--- src/common/sadc_defines.svh ---
// Register offsets, field positions, reset values and timing counts of the converter control
`ifndef SADC_DEFINES_SVH
`define SADC_DEFINES_SVH
`define SADC_OFS_MODE_A 8'h00
`define SADC_OFS_CONV_TIME 8'h04
`define SADC_OFS_HW_TRIG 8'h08
`define SADC_OFS_CHAN_SEL 8'h0C
`define SADC_OFS_PF_MODE 8'h10
`define SADC_OFS_PF_THRESH 8'h14
`define SADC_OFS_IRQ_STAT 8'h18
`define SADC_OFS_IRQ_MASK 8'h1C
`define SADC_OFS_PORT_EN 8'h20
`define SADC_OFS_RES_WORD 8'h40
`define SADC_OFS_RES_HIGH 8'h80
`define SADC_BIT_CE 7
`define SADC_BIT_MD_HI 5
`define SADC_BIT_MD_LO 4
`define SADC_BIT_ETS_HI 3
`define SADC_BIT_ETS_LO 2
`define SADC_BIT_TMD 1
`define SADC_BIT_EF 0
`define SADC_BIT_PF_EN 7
`define SADC_BIT_PF_GE 6
`define SADC_MODE_A_WMASK 8'hBE
`define SADC_CONV_TIME_WMASK 8'h87
`define SADC_HW_TRIG_WMASK 8'h01
`define SADC_PF_MODE_WMASK 8'hC0
`define SADC_RESET_BYTE 8'h00
`define SADC_STEP_BASE 4'h1
`endif

--- src/common/sadc_pkg.sv ---
// Types shared by the converter control files
package sadc_pkg;
  typedef enum logic [1:0] {
    SADC_CONT_SELECT,
    SADC_CONT_SCAN,
    SADC_ONESHOT_SELECT,
    SADC_ONESHOT_SCAN
  } sadc_mode_type;
  typedef struct packed {
    logic ce;
    sadc_mode_type mode;
    logic [1:0] edge_sel;
    logic hw_trig;
  } sadc_ctrl_type;
  typedef struct packed {
    logic pf_en;
    logic pf_ge;
    logic [7:0] thresh;
  } sadc_pf_type;
endpackage : sadc_pkg

--- src/hdl/sadc_ctrl.sv ---
// Converter control top: AXI4-Lite registers, trigger logic, scan sequencing, results
//
// Design decisions made here: the address map and the AXI4-Lite slave port.
`timescale 1ns/1ps
`default_nettype none
`include "sadc_defines.svh"
module sadc_ctrl #(
  parameter int NUM_CH = 10,
  parameter int RES_BITS = 10
) (
  input wire logic core_clk_i,
  input wire logic sys_rst_i,
  input wire logic [7:0] s_axi_awaddr,
  input wire logic s_axi_awvalid,
  output logic s_axi_awready,
  input wire logic [31:0] s_axi_wdata,
  input wire logic [3:0] s_axi_wstrb,
  input wire logic s_axi_wvalid,
  output logic s_axi_wready,
  output logic [1:0] s_axi_bresp,
  output logic s_axi_bvalid,
  input wire logic s_axi_bready,
  input wire logic [7:0] s_axi_araddr,
  input wire logic s_axi_arvalid,
  output logic s_axi_arready,
  output logic [31:0] s_axi_rdata,
  output logic [1:0] s_axi_rresp,
  output logic s_axi_rvalid,
  input wire logic s_axi_rready,
  input wire logic external_trigger_pin_i,
  input wire logic timer_trigger_i,
  input wire logic comparator_i,
  output logic [RES_BITS-1:0] dac_code_o,
  output logic [3:0] analog_input_sel_o,
  output logic sample_o,
  output logic [NUM_CH-1:0] analog_pin_enable_o,
  output logic conversion_end_irq_o,
  output logic irq_o
);
  localparam logic [3:0] LAST_CH = 4'(NUM_CH - 1);

  sadc_pkg::sadc_ctrl_type ctl_r;
  sadc_pkg::sadc_ctrl_type ctl_nxt;
  sadc_pkg::sadc_pf_type pf_r;
  sadc_pkg::sadc_pf_type pf_nxt;
  logic [7:0] conv_time_reg_r;
  logic [7:0] conv_time_reg_nxt;
  logic [7:0] hw_trigger_select_reg_r;
  logic [7:0] hw_trigger_select_reg_nxt;
  logic [3:0] channel_select_reg_r;
  logic [3:0] channel_select_reg_nxt;
  logic [NUM_CH-1:0] port_en_r;
  logic [NUM_CH-1:0] port_en_nxt;
  logic irq_stat_r;
  logic irq_stat_nxt;
  logic irq_mask_r;
  logic irq_mask_nxt;
  logic [RES_BITS-1:0] result_mem_r [NUM_CH];
  logic [3:0] cur_ch_r;
  logic [3:0] cur_ch_nxt;
  logic armed_r;
  logic armed_nxt;

  logic aw_hold_r;
  logic aw_hold_nxt;
  logic [7:0] aw_addr_r;
  logic [7:0] aw_addr_nxt;
  logic w_hold_r;
  logic w_hold_nxt;
  logic [31:0] w_data_r;
  logic [31:0] w_data_nxt;
  logic [3:0] w_strb_r;
  logic [3:0] w_strb_nxt;
  logic bvalid_r;
  logic bvalid_nxt;
  logic [1:0] bresp_r;
  logic [1:0] bresp_nxt;
  logic rvalid_r;
  logic rvalid_nxt;
  logic [31:0] rdata_r;
  logic [31:0] rdata_nxt;
  logic [1:0] rresp_r;
  logic [1:0] rresp_nxt;

  logic [2:0] pin_sync_r;
  logic pin_level_r;
  logic pin_level_nxt;
  logic pin_fall;
  logic pin_rise;
  logic [3:0] div_cnt_r;
  logic [3:0] div_cnt_nxt;
  logic step_en;
  logic do_write;
  logic ctl_write;
  logic trig_edge;
  logic start;
  logic abort;
  logic busy;
  logic done;
  logic [RES_BITS-1:0] result;
  logic pf_hit;
  logic end_event;
  logic rd_stat;

  // Helpers that decode a register address, shared by the read and write paths, and merge a masked write byte
  function automatic logic is_res_word(input logic [7:0] a);
    is_res_word = (a >= `SADC_OFS_RES_WORD) && (a < `SADC_OFS_RES_WORD + 8'(NUM_CH * 4));
  endfunction : is_res_word

  function automatic logic is_res_high(input logic [7:0] a);
    is_res_high = (a >= `SADC_OFS_RES_HIGH) && (a < `SADC_OFS_RES_HIGH + 8'(NUM_CH * 4));
  endfunction : is_res_high

  function automatic logic [7:0] merge_byte(input logic [7:0] old, input logic [7:0] nw,
                                             input logic [7:0] wmask, input logic en);
    merge_byte = en ? ((old & ~wmask) | (nw & wmask)) : old;
  endfunction : merge_byte

  // External trigger pin: three stages; the settled level moves once stages two and three agree
  // The chain keeps sampling in reset, so the idle pin level gives no false edge at release
  assign pin_level_nxt = (pin_sync_r[2] == pin_sync_r[1]) ? pin_sync_r[2] : pin_level_r;
  assign pin_fall = pin_level_r & ~pin_level_nxt;
  assign pin_rise = ~pin_level_r & pin_level_nxt;

  always_ff @(posedge core_clk_i)
  begin
    pin_sync_r <= {pin_sync_r[1:0], external_trigger_pin_i};
    if (sys_rst_i)
      pin_level_r <= pin_sync_r[2];
    else
      pin_level_r <= pin_level_nxt;
  end

  always_comb
  begin
    unique case (ctl_r.edge_sel)
      2'b00: trig_edge = 1'b0;
      2'b01: trig_edge = pin_fall;
      2'b10: trig_edge = pin_rise;
      2'b11: trig_edge = pin_fall | pin_rise;
    endcase
  end

  // Step enable: conversion time field scales the divider
  always_comb
  begin
    div_cnt_nxt = div_cnt_r - 4'h1;
    step_en = 1'b0;
    if (div_cnt_r == 4'h0)
    begin
      step_en = 1'b1;
      div_cnt_nxt = `SADC_STEP_BASE + {1'b0, conv_time_reg_r[2:0]};
    end
  end

  // AXI4-Lite write side: address and data may arrive in either order
  assign do_write = aw_hold_r && w_hold_r && !bvalid_r;
  assign ctl_write = do_write && (aw_addr_r == `SADC_OFS_MODE_A || aw_addr_r == `SADC_OFS_HW_TRIG
                     || aw_addr_r == `SADC_OFS_CHAN_SEL || aw_addr_r == `SADC_OFS_PF_MODE
                     || aw_addr_r == `SADC_OFS_PF_THRESH);
  assign rd_stat = s_axi_arvalid && !rvalid_r && (s_axi_araddr == `SADC_OFS_IRQ_STAT);

  always_comb
  begin
    aw_hold_nxt = aw_hold_r;
    aw_addr_nxt = aw_addr_r;
    w_hold_nxt = w_hold_r;
    w_data_nxt = w_data_r;
    w_strb_nxt = w_strb_r;
    bvalid_nxt = bvalid_r;
    bresp_nxt = bresp_r;
    ctl_nxt = ctl_r;
    pf_nxt = pf_r;
    conv_time_reg_nxt = conv_time_reg_r;
    hw_trigger_select_reg_nxt = hw_trigger_select_reg_r;
    channel_select_reg_nxt = channel_select_reg_r;
    port_en_nxt = port_en_r;
    irq_mask_nxt = irq_mask_r;
    if (s_axi_awvalid && !aw_hold_r)
    begin
      aw_hold_nxt = 1'b1;
      aw_addr_nxt = {s_axi_awaddr[7:2], 2'b00};
    end
    if (s_axi_wvalid && !w_hold_r)
    begin
      w_hold_nxt = 1'b1;
      w_data_nxt = s_axi_wdata;
      w_strb_nxt = s_axi_wstrb;
    end
    if (do_write)
    begin
      aw_hold_nxt = 1'b0;
      w_hold_nxt = 1'b0;
      bvalid_nxt = 1'b1;
      bresp_nxt = 2'b00;
      unique case (aw_addr_r)
        `SADC_OFS_MODE_A:
        begin
          // Bit 0 is the read-only busy flag and is never taken from the write
          if (w_strb_r[0])
          begin
            ctl_nxt.ce = w_data_r[`SADC_BIT_CE];
            ctl_nxt.mode = sadc_pkg::sadc_mode_type'(w_data_r[`SADC_BIT_MD_HI:`SADC_BIT_MD_LO]);
            ctl_nxt.edge_sel = w_data_r[`SADC_BIT_ETS_HI:`SADC_BIT_ETS_LO];
            ctl_nxt.hw_trig = w_data_r[`SADC_BIT_TMD];
          end
        end
        `SADC_OFS_CONV_TIME:
          conv_time_reg_nxt = merge_byte(conv_time_reg_r, w_data_r[7:0],
                                         `SADC_CONV_TIME_WMASK, w_strb_r[0]);
        `SADC_OFS_HW_TRIG:
          hw_trigger_select_reg_nxt = merge_byte(hw_trigger_select_reg_r, w_data_r[7:0],
                                                 `SADC_HW_TRIG_WMASK, w_strb_r[0]);
        `SADC_OFS_CHAN_SEL:
          if (w_strb_r[0] && w_data_r[3:0] <= LAST_CH)
            channel_select_reg_nxt = w_data_r[3:0];
        `SADC_OFS_PF_MODE:
          if (w_strb_r[0])
          begin
            pf_nxt.pf_en = w_data_r[`SADC_BIT_PF_EN];
            pf_nxt.pf_ge = w_data_r[`SADC_BIT_PF_GE];
          end
        `SADC_OFS_PF_THRESH:
          if (w_strb_r[0])
            pf_nxt.thresh = w_data_r[7:0];
        `SADC_OFS_IRQ_MASK:
          if (w_strb_r[0])
            irq_mask_nxt = w_data_r[0];
        `SADC_OFS_PORT_EN:
          for (int b = 0; b < NUM_CH; b++)
            if (w_strb_r[b/8])
              port_en_nxt[b] = w_data_r[b];
        `SADC_OFS_IRQ_STAT:
          bresp_nxt = 2'b00;
        default:
          bresp_nxt = (is_res_word(aw_addr_r) || is_res_high(aw_addr_r)) ? 2'b00 : 2'b10;
      endcase
    end
    if (bvalid_r && s_axi_bready)
      bvalid_nxt = 1'b0;
  end

  // Read side: one-cycle latency, stat register cleared by its read
  always_comb
  begin
    rvalid_nxt = rvalid_r;
    rdata_nxt = rdata_r;
    rresp_nxt = rresp_r;
    if (rvalid_r && s_axi_rready)
      rvalid_nxt = 1'b0;
    if (s_axi_arvalid && !rvalid_r)
    begin
      rvalid_nxt = 1'b1;
      rresp_nxt = 2'b00;
      rdata_nxt = 32'h0000_0000;
      unique case ({s_axi_araddr[7:2], 2'b00})
        `SADC_OFS_MODE_A:
          rdata_nxt[7:0] = {ctl_r.ce, 1'b0, ctl_r.mode, ctl_r.edge_sel, ctl_r.hw_trig, busy};
        `SADC_OFS_CONV_TIME: rdata_nxt[7:0] = conv_time_reg_r;
        `SADC_OFS_HW_TRIG: rdata_nxt[7:0] = hw_trigger_select_reg_r;
        `SADC_OFS_CHAN_SEL: rdata_nxt[3:0] = channel_select_reg_r;
        `SADC_OFS_PF_MODE: rdata_nxt[7:6] = {pf_r.pf_en, pf_r.pf_ge};
        `SADC_OFS_PF_THRESH: rdata_nxt[7:0] = pf_r.thresh;
        `SADC_OFS_IRQ_STAT: rdata_nxt[0] = irq_stat_r;
        `SADC_OFS_IRQ_MASK: rdata_nxt[0] = irq_mask_r;
        `SADC_OFS_PORT_EN: rdata_nxt[NUM_CH-1:0] = port_en_r;
        default:
          if (is_res_word(s_axi_araddr))
            rdata_nxt[15:0] = {result_mem_r[s_axi_araddr[5:2]], 6'b00_0000};
          else if (is_res_high(s_axi_araddr))
            rdata_nxt[7:0] = result_mem_r[s_axi_araddr[5:2]][RES_BITS-1 -: 8];
          else
            rresp_nxt = 2'b10;
      endcase
    end
  end

  // Conversion sequencing: triggers, scan stepping, abort on control writes
  always_comb
  begin
    armed_nxt = armed_r;
    cur_ch_nxt = cur_ch_r;
    start = 1'b0;
    abort = 1'b0;
    if (!ctl_r.ce)
    begin
      armed_nxt = 1'b0;
      abort = busy;
    end
    else if (ctl_write && busy)
    begin
      // Software mode restarts at once; hardware mode waits for the next trigger
      abort = 1'b1;
      armed_nxt = !ctl_r.hw_trig;
    end
    else if (ctl_r.hw_trig && !busy && (hw_trigger_select_reg_r[0] ? timer_trigger_i : trig_edge))
      armed_nxt = 1'b1;
    if (ctl_r.ce && !ctl_write && armed_r && !busy && !done)
    begin
      start = 1'b1;
      armed_nxt = 1'b0;
      if (ctl_r.mode == sadc_pkg::SADC_CONT_SCAN || ctl_r.mode == sadc_pkg::SADC_ONESHOT_SCAN)
        cur_ch_nxt = 4'h0;
      else
        cur_ch_nxt = channel_select_reg_r;
    end
    if (done)
    begin
      if ((ctl_r.mode == sadc_pkg::SADC_CONT_SCAN || ctl_r.mode == sadc_pkg::SADC_ONESHOT_SCAN)
          && cur_ch_r < channel_select_reg_r)
      begin
        cur_ch_nxt = cur_ch_r + 4'h1;
        start = 1'b1;
      end
      else if (ctl_r.mode == sadc_pkg::SADC_CONT_SELECT || ctl_r.mode == sadc_pkg::SADC_CONT_SCAN)
        armed_nxt = !ctl_r.hw_trig;
    end
  end

  always_ff @(posedge core_clk_i)
  begin
    if (sys_rst_i)
    begin
      ctl_r <= '0;
      pf_r <= '0;
      conv_time_reg_r <= `SADC_RESET_BYTE;
      hw_trigger_select_reg_r <= `SADC_RESET_BYTE;
      channel_select_reg_r <= 4'h0;
      port_en_r <= '0;
      irq_mask_r <= 1'b0;
      cur_ch_r <= 4'h0;
      armed_r <= 1'b0;
      aw_hold_r <= 1'b0;
      aw_addr_r <= 8'h00;
      w_hold_r <= 1'b0;
      w_data_r <= 32'h0000_0000;
      w_strb_r <= 4'h0;
      bvalid_r <= 1'b0;
      bresp_r <= 2'b00;
      rvalid_r <= 1'b0;
      rdata_r <= 32'h0000_0000;
      rresp_r <= 2'b00;
      div_cnt_r <= 4'h0;
    end
    else
    begin
      ctl_r <= ctl_nxt;
      pf_r <= pf_nxt;
      conv_time_reg_r <= conv_time_reg_nxt;
      hw_trigger_select_reg_r <= hw_trigger_select_reg_nxt;
      channel_select_reg_r <= channel_select_reg_nxt;
      port_en_r <= port_en_nxt;
      irq_mask_r <= irq_mask_nxt;
      cur_ch_r <= cur_ch_nxt;
      // Enabling in software mode arms the first conversion
      armed_r <= armed_nxt | (ctl_nxt.ce & ~ctl_r.ce & ~ctl_nxt.hw_trig);
      aw_hold_r <= aw_hold_nxt;
      aw_addr_r <= aw_addr_nxt;
      w_hold_r <= w_hold_nxt;
      w_data_r <= w_data_nxt;
      w_strb_r <= w_strb_nxt;
      bvalid_r <= bvalid_nxt;
      bresp_r <= bresp_nxt;
      rvalid_r <= rvalid_nxt;
      rdata_r <= rdata_nxt;
      rresp_r <= rresp_nxt;
      div_cnt_r <= div_cnt_nxt;
    end
  end

  sadc_sar_core #(
    .RES_BITS(RES_BITS)
  ) u_core (
    .core_clk_i(core_clk_i),
    .sys_rst_i(sys_rst_i),
    .start_i(start),
    .abort_i(abort),
    .step_en_i(step_en),
    .comp_i(comparator_i),
    .dac_code_o(dac_code_o),
    .busy_o(busy),
    .done_o(done),
    .result_o(result)
  );

  // Result memory written on the cycle the core reports done
  always_ff @(posedge core_clk_i)
  begin
    if (done)
      result_mem_r[cur_ch_r] <= result;
  end

  assign pf_hit = pf_r.pf_ge ? (result[RES_BITS-1 -: 8] >= pf_r.thresh)
                             : (result[RES_BITS-1 -: 8] < pf_r.thresh);
  assign end_event = done && (!pf_r.pf_en || pf_hit);

  // Sticky status: an event in the reading cycle wins over the clear
  assign irq_stat_nxt = end_event ? 1'b1 : (rd_stat ? 1'b0 : irq_stat_r);
  always_ff @(posedge core_clk_i)
  begin
    if (sys_rst_i)
      irq_stat_r <= 1'b0;
    else
      irq_stat_r <= irq_stat_nxt;
  end

  assign conversion_end_irq_o = end_event;
  assign irq_o = irq_stat_r & irq_mask_r;
  assign analog_input_sel_o = cur_ch_r;
  assign sample_o = start;
  // Unselected pins are released to the general port function
  assign analog_pin_enable_o = port_en_r;
  assign s_axi_awready = !aw_hold_r;
  assign s_axi_wready = !w_hold_r;
  assign s_axi_bvalid = bvalid_r;
  assign s_axi_bresp = bresp_r;
  assign s_axi_arready = !rvalid_r;
  assign s_axi_rvalid = rvalid_r;
  assign s_axi_rdata = rdata_r;
  assign s_axi_rresp = rresp_r;
endmodule : sadc_ctrl
`default_nettype wire

--- src/hdl/sadc_sar_core.sv ---
// Successive approximation engine: one trial bit per step from MSB to LSB
`timescale 1ns/1ps
`default_nettype none
module sadc_sar_core #(
  parameter int RES_BITS = 10
) (
  input wire logic core_clk_i,
  input wire logic sys_rst_i,
  input wire logic start_i,
  input wire logic abort_i,
  input wire logic step_en_i,
  input wire logic comp_i,
  output logic [RES_BITS-1:0] dac_code_o,
  output logic busy_o,
  output logic done_o,
  output logic [RES_BITS-1:0] result_o
);
  logic [RES_BITS-1:0] sar_r;
  logic [RES_BITS-1:0] sar_nxt;
  logic [RES_BITS-1:0] trial_r;
  logic [RES_BITS-1:0] trial_nxt;
  logic busy_r;
  logic busy_nxt;
  logic done_r;
  logic done_nxt;
  logic [RES_BITS-1:0] res_r;
  logic [RES_BITS-1:0] res_nxt;

  always_comb
  begin
    sar_nxt = sar_r;
    trial_nxt = trial_r;
    busy_nxt = busy_r;
    done_nxt = 1'b0;
    res_nxt = res_r;
    if (abort_i)
    begin
      busy_nxt = 1'b0;
      trial_nxt = '0;
    end
    else if (start_i)
    begin
      // Trial starts at the MSB with all lower bits clear
      busy_nxt = 1'b1;
      sar_nxt = '0;
      trial_nxt = {1'b1, {(RES_BITS-1){1'b0}}};
    end
    else if (busy_r && step_en_i)
    begin
      if (comp_i)
        sar_nxt = sar_r | trial_r;
      trial_nxt = trial_r >> 1;
      if (trial_r[0])
      begin
        busy_nxt = 1'b0;
        done_nxt = 1'b1;
        res_nxt = comp_i ? (sar_r | trial_r) : sar_r;
      end
    end
  end

  always_ff @(posedge core_clk_i)
  begin
    if (sys_rst_i)
    begin
      sar_r <= '0;
      trial_r <= '0;
      busy_r <= 1'b0;
      done_r <= 1'b0;
      res_r <= '0;
    end
    else
    begin
      sar_r <= sar_nxt;
      trial_r <= trial_nxt;
      busy_r <= busy_nxt;
      done_r <= done_nxt;
      res_r <= res_nxt;
    end
  end

  assign dac_code_o = sar_r | trial_r;
  assign busy_o = busy_r;
  assign done_o = done_r;
  assign result_o = res_r;
endmodule : sadc_sar_core
`default_nettype wire

--- config.mk ---
export PLATFORM = sky130hd
export DESIGN_NAME = sadc_ctrl
export DESIGN_NICKNAME = d
export VERILOG_FILES = /design/src/common/sadc_pkg.sv /design/src/hdl/sadc_ctrl.sv /design/src/hdl/sadc_sar_core.sv
export VERILOG_INCLUDE_DIRS = /design/src /design/src/common
export SDC_FILE = /design/constraint.sdc
export NUM_CORES = 1
export LEC_CHECK = 0
export BUFFER_PORTS_ARGS = -buffer_cell sky130_fd_sc_hd__buf_2
export CAP_MARGIN = 25
export CELL_PAD_IN_SITES_DETAIL_PLACEMENT = 1
export CELL_PAD_IN_SITES_GLOBAL_PLACEMENT = 1
export CORE_AREA = 5 5 161 163
export DETAILED_ROUTE_END_ITERATION = 8
export DIE_AREA = 0 0 166 168
export GPL_ROUTABILITY_DRIVEN = 0
export GPL_TIMING_DRIVEN = 0
export PLACE_DENSITY_LB_ADDON = 0.3
export REMOVE_ABC_BUFFERS = 1
export SLEW_MARGIN = 30
export SYNTH_ARGS = -nofsm -noshare
export SYNTH_HDL_FRONTEND = slang
export SYNTH_HIERARCHICAL = 1
export SYNTH_SLANG_ARGS = --single-unit
export TNS_END_PERCENT = 5
--- constraint.sdc ---
create_clock -name core_clk_i -period 2.2 [get_ports core_clk_i]
set_clock_uncertainty 0.1 [all_clocks]
set_input_delay 0.66 -clock core_clk_i [delete_from_list [all_inputs] [get_ports core_clk_i]]
set_output_delay 0.66 -clock core_clk_i [all_outputs]
set_load 0.005 [all_outputs]
# --- Word-level counts from Yosys, hierarchy flattened ---
# Memories as Yosys holds them, arrays and structs flattened.
# Cells that the tools add are included.
op_classes:
  magnitude_cmp: 12
  n_mux: 55
  n_bitwise: 17
  n_eq_ne: 23
  n_addsub: 3
  reduce_logical: 73
op_table:
  columns: ["op", "count"]
  rows:
  - ["10-bit 2-to-1 mux", 5]
  - ["6-bit by 3-bit equality test with 1-bit output (second input constant)", 8]
  - ["1-bit 2-to-1 mux", 27]
  - ["3-bit AND reduction", 9]
  - ["6-bit by 2-bit equality test with 1-bit output (second input constant)", 4]
  - ["1-bit logical AND", 24]
  - ["6-bit 2-to-1 mux", 4]
  - ["8-bit 2-to-1 mux", 3]
  - ["3-bit case mux with 7 select lines", 1]
  - ["4-bit 2-to-1 mux", 5]
  - ["9-bit OR reduction", 2]
  - ["8-bit by 7-bit >= comparator with 1-bit output (second input constant)", 2]
  - ["8-bit >= comparator (second input constant)", 2]
  - ["8-bit by 7-bit less-than comparator with 1-bit output (second input constant)", 2]
  - ["8-bit less-than comparator (second input constant)", 2]
  - ["2-bit case mux with 7 select lines", 1]
  - ["6-bit by 1-bit equality test with 1-bit output (second input constant)", 2]
  - ["6-bit by 4-bit equality test with 1-bit output (second input constant)", 2]
  - ["2-bit case mux with 6 select lines", 1]
  - ["2-bit 2-to-1 mux", 5]
  - ["10-bit bitwise OR", 1]
  - ["1-bit zero test", 9]
  - ["1-bit case mux with 9 select lines", 1]
  - ["3-bit OR reduction", 3]
  - ["29 further kinds", 58]
totals:
  n_memories: 1
  register_bits: 135
  out_inout_bits: 68
  inputBits: 62
  ram_bits: 100
  word_cells: 219
mem_list:
  columns: ["name", "words", "word_bits", "rd", "rd_clocked_by_memory_dff", "write_ports", "line", "source"]
  rows:
  - ["result_mem_r", 10, 10, 1, 0, 1, "sadc_ctrl.sv:58", "logic [RES_BITS-1:0] result_mem_r [NUM_CH];"]

# --- Logic depth before layout (Yosys ltp) ---
logic_depth:
  depth_word: 16
  ltp_mapped: 12
  depth_no_buf: 11

# --- By module ---
# Netlist, hierarchy kept.
modules_own_cells:
  columns: ["mod", "seq_area_each_um2", "n_inst", "cells_per_inst", "area_each_um2"]
  rows:
  - ["sadc_ctrl", 4804.6, 1, 729, 8545.7]
  - ["sadc_sar_core", 640.6, 1, 137, 1278.7]

# --- Worst setup path after synthesis ---
# Ideal clock, no wire load.
synth_path:
  kind: "flip-flop to output port"
  from: "reg u_core.res_r[3], in the netlist u_core/result_o[3]"
  to: "out conversion_end_irq_o"
  t_arrival_ps: 1666
  t_required_ps: 1440
  stages_incl_launch_ff: 8
  path_buffers: 0
  slack_ps: -226
  cell_sequence: "dfxtp_1 -> ha_1 -> nor2b_1 -> o211a_1 -> a211oi_1 -> o21ai_0 -> mux2i_1 -> a21boi_0"
synth_between:
  elab_chain_len: 4
  word_cells_on_any_way: 5
  classes_between: "order compare (2); mux (1); reduce/logical (2)"
synth_rtl:
  columns: ["element", "line", "source"]
  rows:
  - ["start: declaration", "sadc_sar_core.sv:26", "logic [RES_BITS-1:0] res_r;"]
  - ["start signal: assignment", "sadc_sar_core.sv:78", "res_r <= res_nxt;"]
  - ["8-bit less-than comparator or 8-bit >= comparator (tied branches)", "sadc_ctrl.sv:394, sadc_ctrl.sv:393", null]
  - ["1-bit 2-to-1 mux *", "sadc_ctrl.sv:393", "assign pf_hit = pf_r.pf_ge ? (result[RES_BITS-1 -: 8] >= pf_r.thresh)"]
  - ["1-bit logical OR *", "sadc_ctrl.sv:395", "assign end_event = done && (!pf_r.pf_en || pf_hit);"]
  - ["1-bit logical AND *", "sadc_ctrl.sv:395", null]
  - ["end: declaration", "sadc_ctrl.sv:37", "output logic conversion_end_irq_o,"]
# Mark *: on every way between the ends. The rest lies on a longest branch, timed or not.

# --- Worst setup path in the final report ---
layout_path:
  from: "reg pf_r[1] (netlist name)"
  to: "out conversion_end_irq_o"
layout_between:
  elab_chain_len: 4
  word_cells_on_any_way: 5
  classes_between: "order compare (2); mux (1); reduce/logical (2)"
layout_rtl:
  columns: ["element", "line", "source"]
  rows:
  - ["start: declaration", "sadc_ctrl.sv:44", "sadc_pkg::sadc_pf_type pf_r;"]
  - ["start signal: assignment", "sadc_ctrl.sv:348", "pf_r <= pf_nxt;"]
  - ["8-bit less-than comparator or 8-bit >= comparator (tied branches)", "sadc_ctrl.sv:394, sadc_ctrl.sv:393", null]
  - ["1-bit 2-to-1 mux *", "sadc_ctrl.sv:393", null]
  - ["1-bit logical OR *", "sadc_ctrl.sv:395", null]
  - ["1-bit logical AND *", "sadc_ctrl.sv:395", null]
# Marks and branches as above.

==> results.cfg <==
[timing]
period_needed_ns = 2.94
setup_violations = 19
final_hold_viol_count = 0
period_share_pct = 133
setup_ws_ns = -0.736
rsz0062_at_grt = yes
worstMarginPinSlew_ns = 0.733
max_slew_margin_pct = 50.9
timing.hold.ws_ns = 0.159
report.final.slew_viol_count = 0
fmax_mhz = 341

[grt]
overflow = 0
grt_first_pass_wirelength_mm = 41.6
grt_max_degree = 62
antenna_found_initial = 0
grt_use_total_pct = 18.5
grt_pass1_vias = 7235

[logic_synthesis]
syn_inst = 866
synthDistinctLibCells = 81
yosys_warnings = 6
synth_area_um2 = 9820
synthArstFlopShare_pct = 0
synth.ff_latch_count = 222
yosysSeqAreaShare_pct = 55.4
avgSynthCellArea_um2 = 11.3
synth_flop_cell = dfxtp_1
synth-edff-count = 100

[die]
die_area_um2 = 27900
ios = 130
start_util_pct = 40.6
rows = 57
die_w_um = 166
core_um2 = 24200
die_h_um = 168

[critical_path]
arrival_ns = 2.18
start_kind = flip-flop
critPathCaptureType = primary output
critical_path_class = reg -> out
reg2regPathDepth = 12
r2r-end = analog_input_sel_o[1]$_SDFF_PP0_
path_max_fanout = 2
rrSetupSlack_ns = -0.35
required_ns = 1.44
r2r-start = u_core/done_o$_SDFF_PP0_

[cts]
cts_made_buffers = 25
clockRootBuffer = clkbuf_16
cts.sinks = 222
clock_latency_ns = 0.51
cts_tree = done
htree_levels = 1
path_clk_slew_ns = 0.06
clk_path_buf_depth = 3

[cells_and_area]
drive_gt1_share_pct = 29.2
final_cell_mix = edfxtp_1, dfxtp_1, buf_2
fin_area_um2 = 11900
fin_nets = 1045
area_growth_pct = 20.8
utilization_pct = 49.1
layout_commonest_cell = edfxtp_1
fillers = 2575
n_antenna_cell = 0

[power_and_ir_drop]
p_leak_nw = 4.34
finalPower_mw = 9.52
peakVddDrop_v = 0.000526
cellPowerDensity_nw_per_um2 = 802

[status]
violations = negative setup slack
status = finished with violations

[placed_design]
placed_area_um2 = 10400
dpl.hpwl_mm = 17.4
port_buffers = 85

[detailed_routing]
remaining_drc_errors = 0
first_pass_iters = 5
first_iter_violations = 392
via_count = 7110
ant_nets = 0
viasPerCell = 5.44
routed_wirelength_mm = 26.5
wl_per_cell_um = 20.3

[run]
maxCapViolCount = 0

[min_path]
holdCritPathClass = in -> reg
worstHoldPathCells = 1
holdPathEnd = pin_sync_r[0]$_DFF_P_
min_from = external_trigger_pin_i
cells in the mapped netlist, drive strengths merged (17+ instances only):
cell | n | area [um^2]
ha | 18 | 225
buf | 43 | 317
mux4 | 17 | 413
nor3 | 30 | 166
a21oi | 77 | 423
clkbuf | 24 | 90.1
inv | 29 | 109
edfxtp | 100 | 3000
mux2i | 57 | 571
nor2 | 86 | 325
nand2 | 74 | 280
o21ai | 19 | 95.1
dfxtp | 122 | 2440
report_power, final:
group / switching, mW / internal [mW] / total (mW)
Combinational: 0.326 / 0.204 / 0.530
Clock: 1.65 / 2.96 / 4.61
Sequential: 0.0628 / 4.32 / 4.38
Total: 2.04 / 7.48 / 9.52
what timing repair did:
action	4_1_cts	5_1_grt
cloned	1	0
resized for setup	75	18
pin swaps	16	13
hold buffers	0	0
setup buffers	26	5
setup endpoints to repair	62	54
logic make-up after synthesis:
family	Yosys count	share of synthesized area [%]
simple gates	280	14.5
buf+inv	97	5.34
compound gates	163	11.2
xor+xnor	3	0.267
mux	81	10.8
flops	222	55.4
fa+ha+maj	19	2.39
other cells	1	0.0382
layer usage:
| metal | wire length, um | vias up | global-route usage, % |
|---|---|---|---|
| li1 | - | 3323 | - |
| met1 | 12100 | 3572 | 25.7 |
| met2 | 12600 | 186 | 31.1 |
| met3 | 1300 | 29 | 2.91 |
| met4 | 477 | 0 | 3.52 |
| met5 | 0 | - | 0 |
final cells by class:
cell class / count / area [um^2] / share of cell area, %
clock buffers: 28 / 657 / 5.53
multi-input cells: 565 / 4120 / 34.7
repair buffers: 122 / 800 / 6.73
flip-flops and latches: 222 / 5510 / 46.4
clock inverters: 17 / 262 / 2.20
inverters: 29 / 114 / 0.959
well taps: 324 / 405 / 3.41
worst max-delay path: stages, from the launching register on:
cell	delay, ns
dfxtp_2	0.32
inv_1	0.08
ha_4	0.20
nor2b_1	0.12
o211a_1	0.21
a211oi_2	0.14
o21ai_1	0.09
mux2i_1	0.15
a21boi_1	0.20
buf_2	0.14
flip-flops by register name, indices dropped and copies added (netlist names), 2 cells and up:
register / flops
w_data_r: 10
result_mem_r: 100
u_core/trial_r: 10
w_strb_r: 2
div_cnt_r: 4
ctl_r: 6
pin_sync_r: 3
pf_r: 10
conv_time_reg_r: 4
analog_input_sel_o: 4
u_core/sar_r: 10
channel_select_reg_r: 4
s_axi_rdata: 16
aw_addr_r: 6
u_core/result_o: 10
analog_pin_enable_o: 10
worst max path at each step:
stage,from,endpoint,cells after the start
6_report,pf_r[1]$_SDFFE_PP0P_,conversion_end_irq_o,9
5_1_grt,pf_r[1]$_SDFFE_PP0P_,conversion_end_irq_o,9
4_1_cts,u_core/result_o[3]$_SDFFE_PP0P_,conversion_end_irq_o,8
3_5_place_dp,s_axi_araddr[3],s_axi_rdata[4]$_SDFFE_PP0P_,7
3_3_place_gp,s_axi_araddr[2],s_axi_rdata[4]$_SDFFE_PP0P_,7
2_1_floorplan,u_core/result_o[3]$_SDFFE_PP0P_,conversion_end_irq_o,7
metrics by stage:
step / TNS [ns] / cells / worst slack, ns
after global placement: -85.14 / 1224 / -1.47
after floorplan: -2.60 / 815 / -0.226
after CTS: -2.49 / 1302 / -0.787
final: -3.05 / 1307 / -0.736
after detailed placement: -30.10 / 1230 / -1.12
after global routing: -4.51 / 1307 / -0.852
(Power assumes the default switching activity.)
